$ cat config.mk
export PLATFORM = sky130hd
export DESIGN_NAME = frtcc_timer
export DESIGN_NICKNAME = d
export VERILOG_FILES = /design/src/frtcc_pkg.sv /design/src/frtcc_timer.sv
export SDC_FILE = /design/constraint.sdc
export NUM_CORES = 1
export LEC_CHECK = 0
export BUFFER_PORTS_ARGS = -buffer_cell sky130_fd_sc_hd__buf_2
export CELL_PAD_IN_SITES_DETAIL_PLACEMENT = 0
export CELL_PAD_IN_SITES_GLOBAL_PLACEMENT = 1
export CORE_ASPECT_RATIO = 0.5
export CORE_MARGIN = 8
export CORE_UTILIZATION = 50
export CTS_CLUSTER_SIZE = 20
export DETAILED_ROUTE_END_ITERATION = 12
export HOLD_SLACK_MARGIN = 0.1
export PLACE_DENSITY = 0.91
export SLEW_MARGIN = 20
export SYNTH_ARGS = -nofsm -noshare
export SYNTH_HDL_FRONTEND = slang
export SYNTH_SLANG_ARGS = --single-unit
$ cat constraint.sdc
create_clock -name ref_clk -period 7.65 [get_ports ref_clk]
set_clock_uncertainty 0.2 [all_clocks]
set_input_delay 1.53 -clock ref_clk [delete_from_list [all_inputs] [get_ports ref_clk]]
set_output_delay 1.53 -clock ref_clk [all_outputs]
set_load 0.02 [all_outputs]
$ cat src/frtcc_pkg.sv
package frtcc_pkg;

	// Register byte addresses on the bus, one aligned word per byte register.
	localparam logic [7:0] OFF_CNT_HI  = 8'h00;
	localparam logic [7:0] OFF_CNT_LO  = 8'h04;
	localparam logic [7:0] OFF_ALT_HI  = 8'h08;
	localparam logic [7:0] OFF_ALT_LO  = 8'h0C;
	localparam logic [7:0] OFF_CAP1_HI = 8'h10;
	localparam logic [7:0] OFF_CAP1_LO = 8'h14;
	localparam logic [7:0] OFF_CAP2_HI = 8'h18;
	localparam logic [7:0] OFF_CAP2_LO = 8'h1C;
	localparam logic [7:0] OFF_CMP1_HI = 8'h20;
	localparam logic [7:0] OFF_CMP1_LO = 8'h24;
	localparam logic [7:0] OFF_CMP2_HI = 8'h28;
	localparam logic [7:0] OFF_CMP2_LO = 8'h2C;
	localparam logic [7:0] OFF_STATUS  = 8'h30;
	localparam logic [7:0] OFF_CTRL1   = 8'h34;
	localparam logic [7:0] OFF_CTRL2   = 8'h38;

	// Counter and compare values after reset, and the wrap point.
	localparam logic [15:0] CNT_RELOAD = 16'hFFFC;
	localparam logic [15:0] CNT_WRAP   = 16'hFFFF;
	localparam logic [15:0] CMP_RESET  = 16'h8000;
	localparam logic [7:0]  CTRL_RESET = 8'h00;
	localparam logic [4:0]  FLAG_RESET = 5'h00;

	// Clock select encodings.
	localparam logic [1:0] CKS_DIV2 = 2'h0;
	localparam logic [1:0] CKS_DIV4 = 2'h1;
	localparam logic [1:0] CKS_DIV8 = 2'h2;
	localparam logic [1:0] CKS_EXT  = 2'h3;

	// Status bit positions.
	localparam int ST_OVF  = 0;
	localparam int ST_CAP1 = 1;
	localparam int ST_CAP2 = 2;
	localparam int ST_CMP1 = 3;
	localparam int ST_CMP2 = 4;

	// Bus responses and the least gap of the external clock in CPU edges.
	localparam logic [1:0] RESP_OKAY   = 2'h0;
	localparam logic [1:0] RESP_SLVERR = 2'h2;
	localparam int         EXT_MIN_GAP = 4;

	typedef struct packed {
		logic [1:0] spare;
		logic       out_level_two;
		logic       out_level_one;
		logic       capture_edge_one;
		logic       overflow_irq_enable;
		logic       compare_irq_enable;
		logic       capture_irq_enable;
	} frtcc_ctrl1_s;

	typedef struct packed {
		logic       pwm_mode;
		logic       single_pulse_mode;
		logic       pin_enable_two;
		logic       pin_enable_one;
		logic       capture_edge_two;
		logic       external_edge_select;
		logic [1:0] clock_select;
	} frtcc_ctrl2_s;

endpackage : frtcc_pkg

$ cat src/frtcc_timer.sv
`timescale 1ns/1ps
// Behaviour
// - 16-bit up counter read as two bytes.
// - Alternate view; its low read keeps overflow.
// - Low byte write reloads counter to FFFCh.
// - Reset starts counter at FFFCh always.
// - Count at CPU/2, /4, /8 or external.
// - High read latches low byte until low read.
// - Without pending high read, low is live.
// - Wrap FFFFh to 0000h sets overflow flag.
// - Overflow interrupt needs enable and clear mask.
// - Status read then primary low access clears.
// - Halt stops counting; wait runs normally.
// - Select 11 uses external pin, chosen edge.
// - Counter updates synchronised to CPU clock.
// - Capture latches counter on selected pin edge.
// - Capture sets flag; shared enable requests interrupt.
// - Status read then capture low access clears.
// - Capture high read blocks captures until low.
// - Pulse or PWM mode leaves only capture two.
// - Any qualifying capture pin edge captures.
// - Compare match sets flag, pin, interrupt.
// - Compare registers software only, reset 8000h.
// - High write suspends matching until low write.
// - Status read then compare low access clears.
module frtcc_timer (
	input  wire logic                 ref_clk,
	input  wire logic                 arst_n,
	input  wire logic [7:0]           s_axi_awaddr,
	input  wire logic                 s_axi_awvalid,
	output logic                      s_axi_awready,
	input  wire logic [31:0]          s_axi_wdata,
	input  wire logic [3:0]           s_axi_wstrb,
	input  wire logic                 s_axi_wvalid,
	output logic                      s_axi_wready,
	output logic [1:0]                s_axi_bresp,
	output logic                      s_axi_bvalid,
	input  wire logic                 s_axi_bready,
	input  wire logic [7:0]           s_axi_araddr,
	input  wire logic                 s_axi_arvalid,
	output logic                      s_axi_arready,
	output logic [31:0]               s_axi_rdata,
	output logic [1:0]                s_axi_rresp,
	output logic                      s_axi_rvalid,
	input  wire logic                 s_axi_rready,
	input  wire logic                 cpu_irq_mask,
	input  wire logic                 halt_req,
	input  wire logic [1:0]           capture_pin,
	input  wire logic                 external_clock_pin,
	output logic [1:0]                compare_output_pin,
	output logic                      timer_irq
);
	import frtcc_pkg::*;

	// Bus handshake state.
	logic              aw_full_r;
	logic              w_full_r;
	logic [7:0]        aw_addr_r;
	logic [7:0]        w_data_r;
	logic              w_lane_r;
	logic [31:0]       rdata_r;
	// Timer state.
	logic [15:0]       cnt_r;
	logic [2:0]        pre_r;
	logic [7:0]        lo_latch_r;
	logic              lo_pend_r;
	logic [4:0]        flags_r;
	logic [4:0]        arm_r;
	frtcc_ctrl1_s      ctrl1_r;
	frtcc_ctrl2_s      ctrl2_r;
	logic              ext_s1_r;
	logic              ext_s2_r;
	logic              ext_s3_r;
	logic [1:0]        cap_s1_r;
	logic [1:0]        cap_s2_r;
	logic [1:0]        cap_s3_r;
	logic [15:0]       cap_val_r [2];
	logic [1:0]        cap_block_r;
	logic [15:0]       cmp_val_r [2];
	logic [1:0]        cmp_hold_r;

	// Write channel: address and data are taken in either order.
	wire        aw_take   = s_axi_awvalid & s_axi_awready;
	wire        w_take    = s_axi_wvalid & s_axi_wready;
	wire        do_write  = aw_full_r & w_full_r & ~s_axi_bvalid;
	wire        aw_full_n = (aw_full_r | aw_take) & ~do_write;
	wire        w_full_n  = (w_full_r | w_take) & ~do_write;
	wire        bvalid_n  = do_write | (s_axi_bvalid & ~s_axi_bready);
	wire        ar_take   = s_axi_arvalid & s_axi_arready;
	wire        rvalid_n  = ar_take | (s_axi_rvalid & ~s_axi_rready);
	wire [7:0]  ra        = s_axi_araddr;
	wire [7:0]  wa        = aw_addr_r;
	wire        rd_map    = (ra[1:0] == 2'h0) && (ra <= OFF_CTRL2);
	wire        wr_map    = (wa[1:0] == 2'h0) && (wa <= OFF_CTRL2);
	wire        wr_go     = do_write & wr_map & w_lane_r;

	// Read side effects are decoded at the edge that takes the read address; write side effects at the edge that raises bvalid.
	wire rd_cnt_hi  = ar_take && (ra == OFF_CNT_HI);
	wire rd_cnt_lo  = ar_take && (ra == OFF_CNT_LO);
	wire rd_alt_hi  = ar_take && (ra == OFF_ALT_HI);
	wire rd_alt_lo  = ar_take && (ra == OFF_ALT_LO);
	wire rd_status  = ar_take && (ra == OFF_STATUS);
	wire wr_cnt_lo  = wr_go && (wa == OFF_CNT_LO);
	wire wr_alt_lo  = wr_go && (wa == OFF_ALT_LO);
	wire wr_ctrl1   = wr_go && (wa == OFF_CTRL1);
	wire wr_ctrl2   = wr_go && (wa == OFF_CTRL2);
	wire [1:0] rd_cap_hi = {ar_take && (ra == OFF_CAP2_HI),
		ar_take && (ra == OFF_CAP1_HI)};
	wire [1:0] rd_cap_lo = {ar_take && (ra == OFF_CAP2_LO),
		ar_take && (ra == OFF_CAP1_LO)};
	wire [1:0] wr_cap_lo = {wr_go && (wa == OFF_CAP2_LO),
		wr_go && (wa == OFF_CAP1_LO)};
	wire [1:0] rd_cmp_lo = {ar_take && (ra == OFF_CMP2_LO),
		ar_take && (ra == OFF_CMP1_LO)};
	wire [1:0] wr_cmp_hi = {wr_go && (wa == OFF_CMP2_HI),
		wr_go && (wa == OFF_CMP1_HI)};
	wire [1:0] wr_cmp_lo = {wr_go && (wa == OFF_CMP2_LO),
		wr_go && (wa == OFF_CMP1_LO)};

	// Either low byte shows the latched byte while a high read is pending.
	wire [7:0] lo_view = lo_pend_r ? lo_latch_r : cnt_r[7:0];
	wire [7:0] rd_byte =
		(ra == OFF_CNT_HI || ra == OFF_ALT_HI) ? cnt_r[15:8] :
		(ra == OFF_CNT_LO || ra == OFF_ALT_LO) ? lo_view :
		(ra == OFF_CAP1_HI) ? cap_val_r[0][15:8] :
		(ra == OFF_CAP1_LO) ? cap_val_r[0][7:0] :
		(ra == OFF_CAP2_HI) ? cap_val_r[1][15:8] :
		(ra == OFF_CAP2_LO) ? cap_val_r[1][7:0] :
		(ra == OFF_CMP1_HI) ? cmp_val_r[0][15:8] :
		(ra == OFF_CMP1_LO) ? cmp_val_r[0][7:0] :
		(ra == OFF_CMP2_HI) ? cmp_val_r[1][15:8] :
		(ra == OFF_CMP2_LO) ? cmp_val_r[1][7:0] :
		(ra == OFF_STATUS)  ? {3'h0, flags_r} :
		(ra == OFF_CTRL1)   ? ctrl1_r :
		(ra == OFF_CTRL2)   ? ctrl2_r : 8'h00;

	// Timer tick: prescaler taps or a synchronised external edge.
	wire [1:0] cks      = ctrl2_r.clock_select;
	wire       div_tick = (cks == CKS_DIV2) ? pre_r[0] :
		(cks == CKS_DIV4) ? (&pre_r[1:0]) : (&pre_r);
	wire       ext_edge = ctrl2_r.external_edge_select ?
		(ext_s2_r & ~ext_s3_r) : (~ext_s2_r & ext_s3_r);
	wire       tick     = ~halt_req &
		((cks == CKS_EXT) ? ext_edge : div_tick);
	wire       reload   = wr_cnt_lo | wr_alt_lo;
	wire       ovf_evt  = tick & ~reload & (cnt_r == CNT_WRAP);

	// Capture edges, channel one is taken over by the pulse modes.
	wire [1:0] cap_sel  = {ctrl2_r.capture_edge_two, ctrl1_r.capture_edge_one};
	wire [1:0] cap_edge = (cap_sel & cap_s2_r & ~cap_s3_r) |
		(~cap_sel & ~cap_s2_r & cap_s3_r);
	wire       pulse_md = ctrl2_r.single_pulse_mode | ctrl2_r.pwm_mode;
	wire [1:0] cap_evt  = cap_edge & ~cap_block_r &
		{1'b1, ~pulse_md};

	// Compare matches on each tick against the same count as capture.
	wire [1:0] cmp_evt = {tick & ~cmp_hold_r[1] & (cnt_r == cmp_val_r[1]),
		tick & ~cmp_hold_r[0] & (cnt_r == cmp_val_r[0])};
	wire [1:0] pin_en  = {ctrl2_r.pin_enable_two, ctrl2_r.pin_enable_one};
	wire [1:0] pin_lvl = {ctrl1_r.out_level_two, ctrl1_r.out_level_one};

	// Flag clearing is a two step sequence; a new event beats the clear.
	wire [4:0] acc_lo  = {rd_cmp_lo[1] | wr_cmp_lo[1],
		rd_cmp_lo[0] | wr_cmp_lo[0], rd_cap_lo[1] | wr_cap_lo[1],
		rd_cap_lo[0] | wr_cap_lo[0], rd_cnt_lo | wr_cnt_lo};
	wire [4:0] clr     = arm_r & acc_lo;
	wire [4:0] set     = {cmp_evt, cap_evt, ovf_evt};
	wire [4:0] flags_n = (flags_r & ~clr) | set;
	wire [4:0] arm_n   = (arm_r & ~clr) | (rd_status ? flags_r : 5'h00);
	wire       irq_n   = ~cpu_irq_mask & (
		(flags_r[ST_OVF] & ctrl1_r.overflow_irq_enable) |
		((flags_r[ST_CAP1] | flags_r[ST_CAP2]) &
			ctrl1_r.capture_irq_enable) |
		((flags_r[ST_CMP1] | flags_r[ST_CMP2]) &
			ctrl1_r.compare_irq_enable));

	// Bus slave registers; ready falls as soon as a channel is holding.
	always_ff @(posedge ref_clk or negedge arst_n) begin
		if (!arst_n) begin
			aw_full_r     <= 1'b0;
			w_full_r      <= 1'b0;
			aw_addr_r     <= 8'h00;
			w_data_r      <= 8'h00;
			w_lane_r      <= 1'b0;
			s_axi_awready <= 1'b0;
			s_axi_wready  <= 1'b0;
			s_axi_bvalid  <= 1'b0;
			s_axi_bresp   <= RESP_OKAY;
			s_axi_arready <= 1'b0;
			s_axi_rvalid  <= 1'b0;
			s_axi_rresp   <= RESP_OKAY;
			rdata_r       <= 32'h0000_0000;
		end else begin
			aw_full_r     <= aw_full_n;
			w_full_r      <= w_full_n;
			s_axi_awready <= ~aw_full_n & ~bvalid_n;
			s_axi_wready  <= ~w_full_n & ~bvalid_n;
			s_axi_bvalid  <= bvalid_n;
			s_axi_arready <= ~rvalid_n;
			s_axi_rvalid  <= rvalid_n;
			if (aw_take) begin
				aw_addr_r <= s_axi_awaddr;
			end
			if (w_take) begin
				w_data_r <= s_axi_wdata[7:0];
				w_lane_r <= s_axi_wstrb[0];
			end
			if (do_write) begin
				s_axi_bresp <= wr_map ? RESP_OKAY : RESP_SLVERR;
			end
			if (ar_take) begin
				rdata_r     <= {24'h00_0000, rd_byte};
				s_axi_rresp <= rd_map ? RESP_OKAY : RESP_SLVERR;
			end
		end
	end
	assign s_axi_rdata = rdata_r;

	// Pins from outside pass two flip-flops; the third only feeds edges.
	always_ff @(posedge ref_clk or negedge arst_n) begin
		if (!arst_n) begin
			ext_s1_r <= 1'b0;
			ext_s2_r <= 1'b0;
			ext_s3_r <= 1'b0;
			cap_s1_r <= 2'h0;
			cap_s2_r <= 2'h0;
			cap_s3_r <= 2'h0;
		end else begin
			ext_s1_r <= external_clock_pin;
			ext_s2_r <= ext_s1_r;
			ext_s3_r <= ext_s2_r;
			cap_s1_r <= capture_pin;
			cap_s2_r <= cap_s1_r;
			cap_s3_r <= cap_s2_r;
		end
	end

	// Counter, prescaler and read latch. Halt keeps the count in place.
	always_ff @(posedge ref_clk or negedge arst_n) begin
		if (!arst_n) begin
			cnt_r      <= CNT_RELOAD;
			pre_r      <= 3'h0;
			lo_latch_r <= 8'h00;
			lo_pend_r  <= 1'b0;
		end else begin
			pre_r <= pre_r + 3'h1;
			if (reload) begin
				cnt_r <= CNT_RELOAD;
			end else if (tick) begin
				cnt_r <= cnt_r + 16'h0001;
			end
			if ((rd_cnt_hi | rd_alt_hi) & ~lo_pend_r) begin
				lo_latch_r <= cnt_r[7:0];
				lo_pend_r  <= 1'b1;
			end else if (rd_cnt_lo | rd_alt_lo) begin
				lo_pend_r  <= 1'b0;
			end
		end
	end

	// Flags, control and interrupt.
	always_ff @(posedge ref_clk or negedge arst_n) begin
		if (!arst_n) begin
			flags_r   <= FLAG_RESET;
			arm_r     <= FLAG_RESET;
			ctrl1_r   <= CTRL_RESET;
			ctrl2_r   <= CTRL_RESET;
			timer_irq <= 1'b0;
		end else begin
			flags_r   <= flags_n;
			arm_r     <= arm_n;
			timer_irq <= irq_n;
			if (wr_ctrl1) begin
				ctrl1_r <= w_data_r;
			end
			if (wr_ctrl2) begin
				ctrl2_r <= w_data_r;
			end
		end
	end

	// Per channel capture and compare state.
	for (genvar i = 0; i < 2; i++) begin : g_chan
		always_ff @(posedge ref_clk or negedge arst_n) begin
			if (!arst_n) begin
				cap_val_r[i]          <= 16'h0000;
				cap_block_r[i]        <= 1'b0;
				cmp_val_r[i]          <= CMP_RESET;
				cmp_hold_r[i]         <= 1'b0;
				compare_output_pin[i] <= 1'b0;
			end else begin
				if (cap_evt[i]) begin
					cap_val_r[i] <= cnt_r;
				end
				if (rd_cap_hi[i]) begin
					cap_block_r[i] <= 1'b1;
				end else if (rd_cap_lo[i]) begin
					cap_block_r[i] <= 1'b0;
				end
				if (wr_cmp_hi[i]) begin
					cmp_val_r[i][15:8] <= w_data_r;
					cmp_hold_r[i]      <= 1'b1;
				end else if (wr_cmp_lo[i]) begin
					cmp_val_r[i][7:0]  <= w_data_r;
					cmp_hold_r[i]      <= 1'b0;
				end
				if (cmp_evt[i] & pin_en[i]) begin
					compare_output_pin[i] <= pin_lvl[i];
				end
			end
		end
	end
endmodule : frtcc_timer

## Word level (Yosys, flattened, before mapping)

Cells that the tools add are included.

- Input bits: 64
- Logic and storage cells: 239
- Register bits after elaboration: 170
- Output and inout port bits: 44

- $add $sub $neg: 2
- Magnitude comparators: 2
- Reduce and logical (&&, ||, !) cells: 39
- Eq/ne operators: 29
- Bitwise logic cells: 82
- Multiplexer cells: 33

Operators by type and width:

| cell | count |
|---|---|
| $mux W8 | 14 |
| $eq A8 B6 Y1 const B | 13 |
| $eq A8 B5 Y1 const B | 6 |
| $eq A16 B16 Y1 | 2 |
| $mux W16 | 2 |
| $and A1 B1 Y1 | 29 |
| $eq A8 B4 Y1 const B | 3 |
| $logic_and A1 B1 Y1 | 23 |
| $not A1 Y1 | 19 |
| $or A1 B1 Y1 | 17 |
| $add A16 B1 Y16 const B | 1 |
| $eq A16 B16 Y1 const B | 1 |
| $eq A8 B3 Y1 const B | 2 |
| $le A8 B6 Y1 const B | 2 |
| $and A5 B5 Y5 | 3 |
| $mux W1 | 14 |
| $and A2 B2 Y2 | 6 |
| $reduce_bool A2 Y1 | 6 |
| $or A5 B5 Y5 | 2 |
| $logic_not A8 Y1 | 1 |
| $not A2 Y2 | 4 |
| $logic_not A2 Y1 | 3 |
| $reduce_and A2 Y1 | 3 |
| $mux W5 | 1 |
| 8 further kinds | 10 |

## Depth between registers and ports, before layout

- Word-level depth: 14
- Depth in mapped cells: 9
- Mapped depth without buffers: 8

## Worst setup path after synthesis

Ideal clock, no wire load.

- Kind: input port to flip-flop
- Start: input s_axi_araddr[7]
- End: register lo_latch_r[0]
- Path slack: 4103 ps
- Path buffers: 0
- Setup time: 125 ps
- Data required time: 7325 ps
- Stages on the path: 4
- Arrival: 3223 ps
- Cells stage by stage: nor4_2 > nand2_1 > nor4_2 > mux2_2

- Longest elaborated chain between the ends: 4
- Elaborated cells on any way between the ends: 6
- Those cells by class: 1 x eq/ne; 2 x bitwise; 3 x reduce/logical

Ends and longest elaborated chain:

| item | RTL line | RTL |
|---|---|---|
| start: declaration | frtcc_timer.sv:39 | `input wire logic [7:0] s_axi_araddr,` |
| $eq A8 B4 Y1 or $logic_not A8 Y1 (tied branches) | frtcc_timer.sv:100, frtcc_timer.sv:98 |  |
| $logic_and A1 B1 Y1, on equally long branches | frtcc_timer.sv:100, frtcc_timer.sv:98 |  |
| $or A1 B1 Y1 * | frtcc_timer.sv:252 | `if ((rd_cnt_hi \| rd_alt_hi) & ~lo_pend_r) begin` |
| $and A1 B1 Y1 * | frtcc_timer.sv:252 |  |
| end signal: assignment | frtcc_timer.sv:253 | `lo_latch_r <= cnt_r[7:0];` |
| end: declaration | frtcc_timer.sv:65 | `logic [7:0] lo_latch_r;` |

Mark *: on every way between the ends. The rest lies on a longest branch, timed or not.
A chain may end at the register's enable or synchronous reset.

## Final worst setup path

- Start: input s_axi_araddr[7]
- End: register rdata_r[0] (netlist: s_axi_rdata[0])

- Longest elaborated chain between the ends: 14
- Elaborated cells on any way between the ends: 30
- Those cells by class: 14 x eq/ne; 13 x mux; 3 x reduce/logical

Ends and longest elaborated chain:

| item | RTL line | RTL |
|---|---|---|
| $eq A8 B6 Y1 | frtcc_timer.sv:135 | `(ra == OFF_CTRL2) ? ctrl2_r : 8'h00;` |
| $mux W8 | frtcc_timer.sv:135 |  |
| $mux W8 | frtcc_timer.sv:134 | `(ra == OFF_CTRL1) ? ctrl1_r :` |
| $mux W8 | frtcc_timer.sv:133 | `(ra == OFF_STATUS) ? {3'h0, flags_r} :` |
| $mux W8 | frtcc_timer.sv:132 | `(ra == OFF_CMP2_LO) ? cmp_val_r[1][7:0] :` |
| $mux W8 | frtcc_timer.sv:131 | `(ra == OFF_CMP2_HI) ? cmp_val_r[1][15:8] :` |
| $mux W8 | frtcc_timer.sv:130 | `(ra == OFF_CMP1_LO) ? cmp_val_r[0][7:0] :` |
| $mux W8 | frtcc_timer.sv:129 | `(ra == OFF_CMP1_HI) ? cmp_val_r[0][15:8] :` |
| $mux W8 | frtcc_timer.sv:128 | `(ra == OFF_CAP2_LO) ? cap_val_r[1][7:0] :` |
| $mux W8 | frtcc_timer.sv:127 | `(ra == OFF_CAP2_HI) ? cap_val_r[1][15:8] :` |
| $mux W8 | frtcc_timer.sv:126 | `(ra == OFF_CAP1_LO) ? cap_val_r[0][7:0] :` |
| $mux W8 | frtcc_timer.sv:125 | `(ra == OFF_CAP1_HI) ? cap_val_r[0][15:8] :` |
| $mux W8 | frtcc_timer.sv:124 | `(ra == OFF_CNT_LO \|\| ra == OFF_ALT_LO) ? lo_view :` |
| $mux W8 * | frtcc_timer.sv:123 | `(ra == OFF_CNT_HI \|\| ra == OFF_ALT_HI) ? cnt_r[15:8] :` |
| end signal: assignment | frtcc_timer.sv:212 | `rdata_r <= {24'h00_0000, rd_byte};` |
| end: declaration | frtcc_timer.sv:61 | `logic [31:0] rdata_r;` |

Marks and branches as above.

==> results.yml <==
outcome:
  status: "completed"
cts:
  cts_resized: 0
  cts_root_buf: "clkbuf_16"
  cts_inserted_buffers: 17
  cts_sinks: 168
  postCtsHoldBufs: 0
  clock_path_buffers: 2
  cts.clk_slew.worst_paths_ns: 0.07
  cts_setup_buffers: 0
  cts_tree: "yes"
  clk_latency_ns: 0.43
  htreeDepth: 4
sta:
  worstMarginPinSlew_ns: 0.9682
  slew_headroom_pct: 35.45
  slew_violations: 0
  setup_viol: 0
  finalSetupTns_ns: 0
  fmax_ghz: 0.2532
  min_period_ns: 3.950
  finalCritPeriodShare_pct: 51.63
  hold_viol_final: 0
  rsz0062_at_grt: "no"
synthesis:
  synthTopCellsByCount: "152 x dfrtp_1, 109 x mux2_2, 57 x nand2_1"
  synthAdderAreaFrac_pct: 0.4474
  synth_xor_area_share_pct: 4.802
  ys_ff_latch: 168
  synth_top_area_share_pct: 45.34
  synth_compound_area_share_pct: 11.77
  synth_most_common_cell: "dfrtp_1"
  syn_area_mm2: 0.008389
  seq_area_frac_synth_pct: 50.35
  synth.largest_area_cell: "dfrtp_1"
  netlist_instances: 762
  yosysUniqueCellTypes: 67
  async_flop_share_pct: 100.0
  synthTopCellsByArea: "dfrtp_1 45%, mux2_2 15%, dfstp_2 5.0%, xnor2_1 3.9%, o21ai_0 2.8%"
  synth_top_family_by_area: "multiplexers"
  synth_simple_gate_area_share_pct: 12.38
  synth_flop_cell: "dfrtp_1"
  yosys_warnings: 0
  syn_area_per_cell_um2: 11.01
  synth_edf_count: 0
  synth.mux.area_fraction_pct: 15.47
cells_and_area:
  num-nets-final: 863
  area_growth_pct: 11.13
  num_antenna_cells: 0
  fin_util_pct: 56.87
  drive_above_1_share_pct: 28.31
worst_setup_path:
  rrSetupSlack_ns: 4.77
  r2r_end: "ctrl1_r[7]$_DFFE_PN0P_"
  cp.required_ns: 7.81
  reg2reg_depth: 5
  r2r-start: "aw_addr_r[1]$_DFFE_PN0P_"
  cp-end-kind: "register"
  cp_data_arrival_time_ns: 4.11
  worstSetupStartpointType: "input port"
  cp_max_fo: 11
  crit_type: "in2reg"
worst_hold_path:
  hold_end: "cap_s2_r[0]$_DFF_PN0_"
  hp-start: "cap_s1_r[0]$_DFF_PN0_"
  hold_depth: 0
  hold_class: "reg2reg"
floorplan:
  die_h_um: 107.6
  core_region_area_mm2: 0.01639
  die-width_um: 199.2
  start_util_pct: 51.18
  die_area_mm2: 0.02143
  fp-row-count: 33
  io_pins: 108
drt:
  avgViaCountPerCell: 6.002
  dr.pass1.iters: 5
  drt.antenna.violating_nets: 0
  drc: 0
  wl_per_cell_um: 21.94
  wirelength_um: 22730
  drt_iter0_drc: 604
  num_vias: 6218
grt:
  grt_pass1_vias: 6157
  antenna_found_initial: 0
  grt_max_degree: 93
  groute.usage.overall_pct: 21.55
  grt-ovfl-total: 0
  grt_pass1_wl_um: 35390
placed_design:
  gp_congestion: 0.9337
  io_buffers: 54
  dp_hpwl_um: 16180
power:
  leakage_nw: 3.980
  ir_drop_v: 0.0001619
  power.density_mw_per_mm2: 307.4
run:
  drv_cap: 0
sequential cells by signal, summed over array words and instances (netlist names), 3 cells and up:
| register | count |
|---|---|
| cap_val_r | 32 |
| cmp_val_r | 32 |
| cnt_r | 16 |
| aw_addr_r | 8 |
| lo_latch_r | 8 |
| s_axi_rdata | 8 |
| w_data_r | 8 |
| ctrl1_r | 7 |
| arm_r | 5 |
| ctrl2_r | 5 |
| flags_r | 5 |
| pre_r | 3 |
area by class of cell:
type	count	area, µm²
Clock buffer	18	429.2
Clock inverter	14	166.4
Fill cell	1380	7069
Inverter	12	45.04
Multi-Input combinational cell	539	3867
Sequential cell	168	4224
Tap cell	227	284.0
Timing Repair Buffer	58	306.5
worst max-delay path, stage by stage:
cell and delay (ns):
buf_2 0.12, nor4_2 0.75, nand2_1 0.51, nor2_1 0.64
a221oi_1 0.22, a21oi_1 0.21, a221o_1 0.12
placed cells by master, fill, tap and decap left out, types with 10 or more instances in the layout:
master / n
xnor2_1: 37
nor2b_1: 13
nand3_1: 17
nor2_1: 38
o21ai_0: 47
nand2_1: 57
buf_2: 53
nand2b_1: 13
a21oi_1: 32
mux2_2: 109
inv_1: 12
clkbuf_16: 17
dfstp_2: 16
dfrtp_1: 152
nand4_1: 10
conb_1: 26
a22oi_1: 12
layer usage:
metal | GRT usage [%] | routed length (µm)
met4 | 8.101 | 621
met5 | 0 | 0
met2 | 32.39 | 9878
met3 | 5.335 | 2156
met1 | 29.82 | 10080
cell families (layout without fill, tap and decap cells):
family,Yosys count,after routing
flops,168,168
xor+xnor,46,46
fa+ha+maj,3,3
buf+inv,80,102
other cells,1,26
compound gates,152,152
simple gates,196,196
mux,116,116
report_power, final:
group | leakage (nW) | switching, mW | total, mW | internal (mW)
Combinational | 1.61 | 0.265 | 0.546 | 0.281
Sequential | 2.08 | 0.333 | 1.45 | 1.11
Clock | 0.287 | 0.382 | 0.873 | 0.491
Total | 3.98 | 0.980 | 2.87 | 1.89
worst max path at each step:
stage / depth (start not counted) / endpoint / start
finish: 7 / s_axi_rdata[0]$_DFFE_PN0P_ / s_axi_araddr[7]
global route: 7 / s_axi_rdata[0]$_DFFE_PN0P_ / s_axi_araddr[7]
CTS: 7 / s_axi_rdata[0]$_DFFE_PN0P_ / s_axi_araddr[7]
detailed placement: 7 / s_axi_rdata[0]$_DFFE_PN0P_ / s_axi_araddr[7]
global placement: 8 / s_axi_rdata[6]$_DFFE_PN0P_ / s_axi_araddr[2]
floorplan: 4 / lo_latch_r[0]$_DFFE_PN0P_ / s_axi_araddr[7]
per-stage QoR:
stage	setup WS (ns)	cells	total power, mW	area [µm²]	hold WS (ns)
floorplan	4.103	787	1.748	8483	0.1312
global placement	3.489	1004	1.957	8721	0.1363
detailed placement	3.394	1004	1.983	8727	0.1363
CTS	3.793	1036	2.857	9323	0.1517
global route	3.585	1036	2.989	9323	0.1527
finish	3.700	1036	2.866	9323	0.1512
Note: power is estimated with default switching activity, not from simulation.
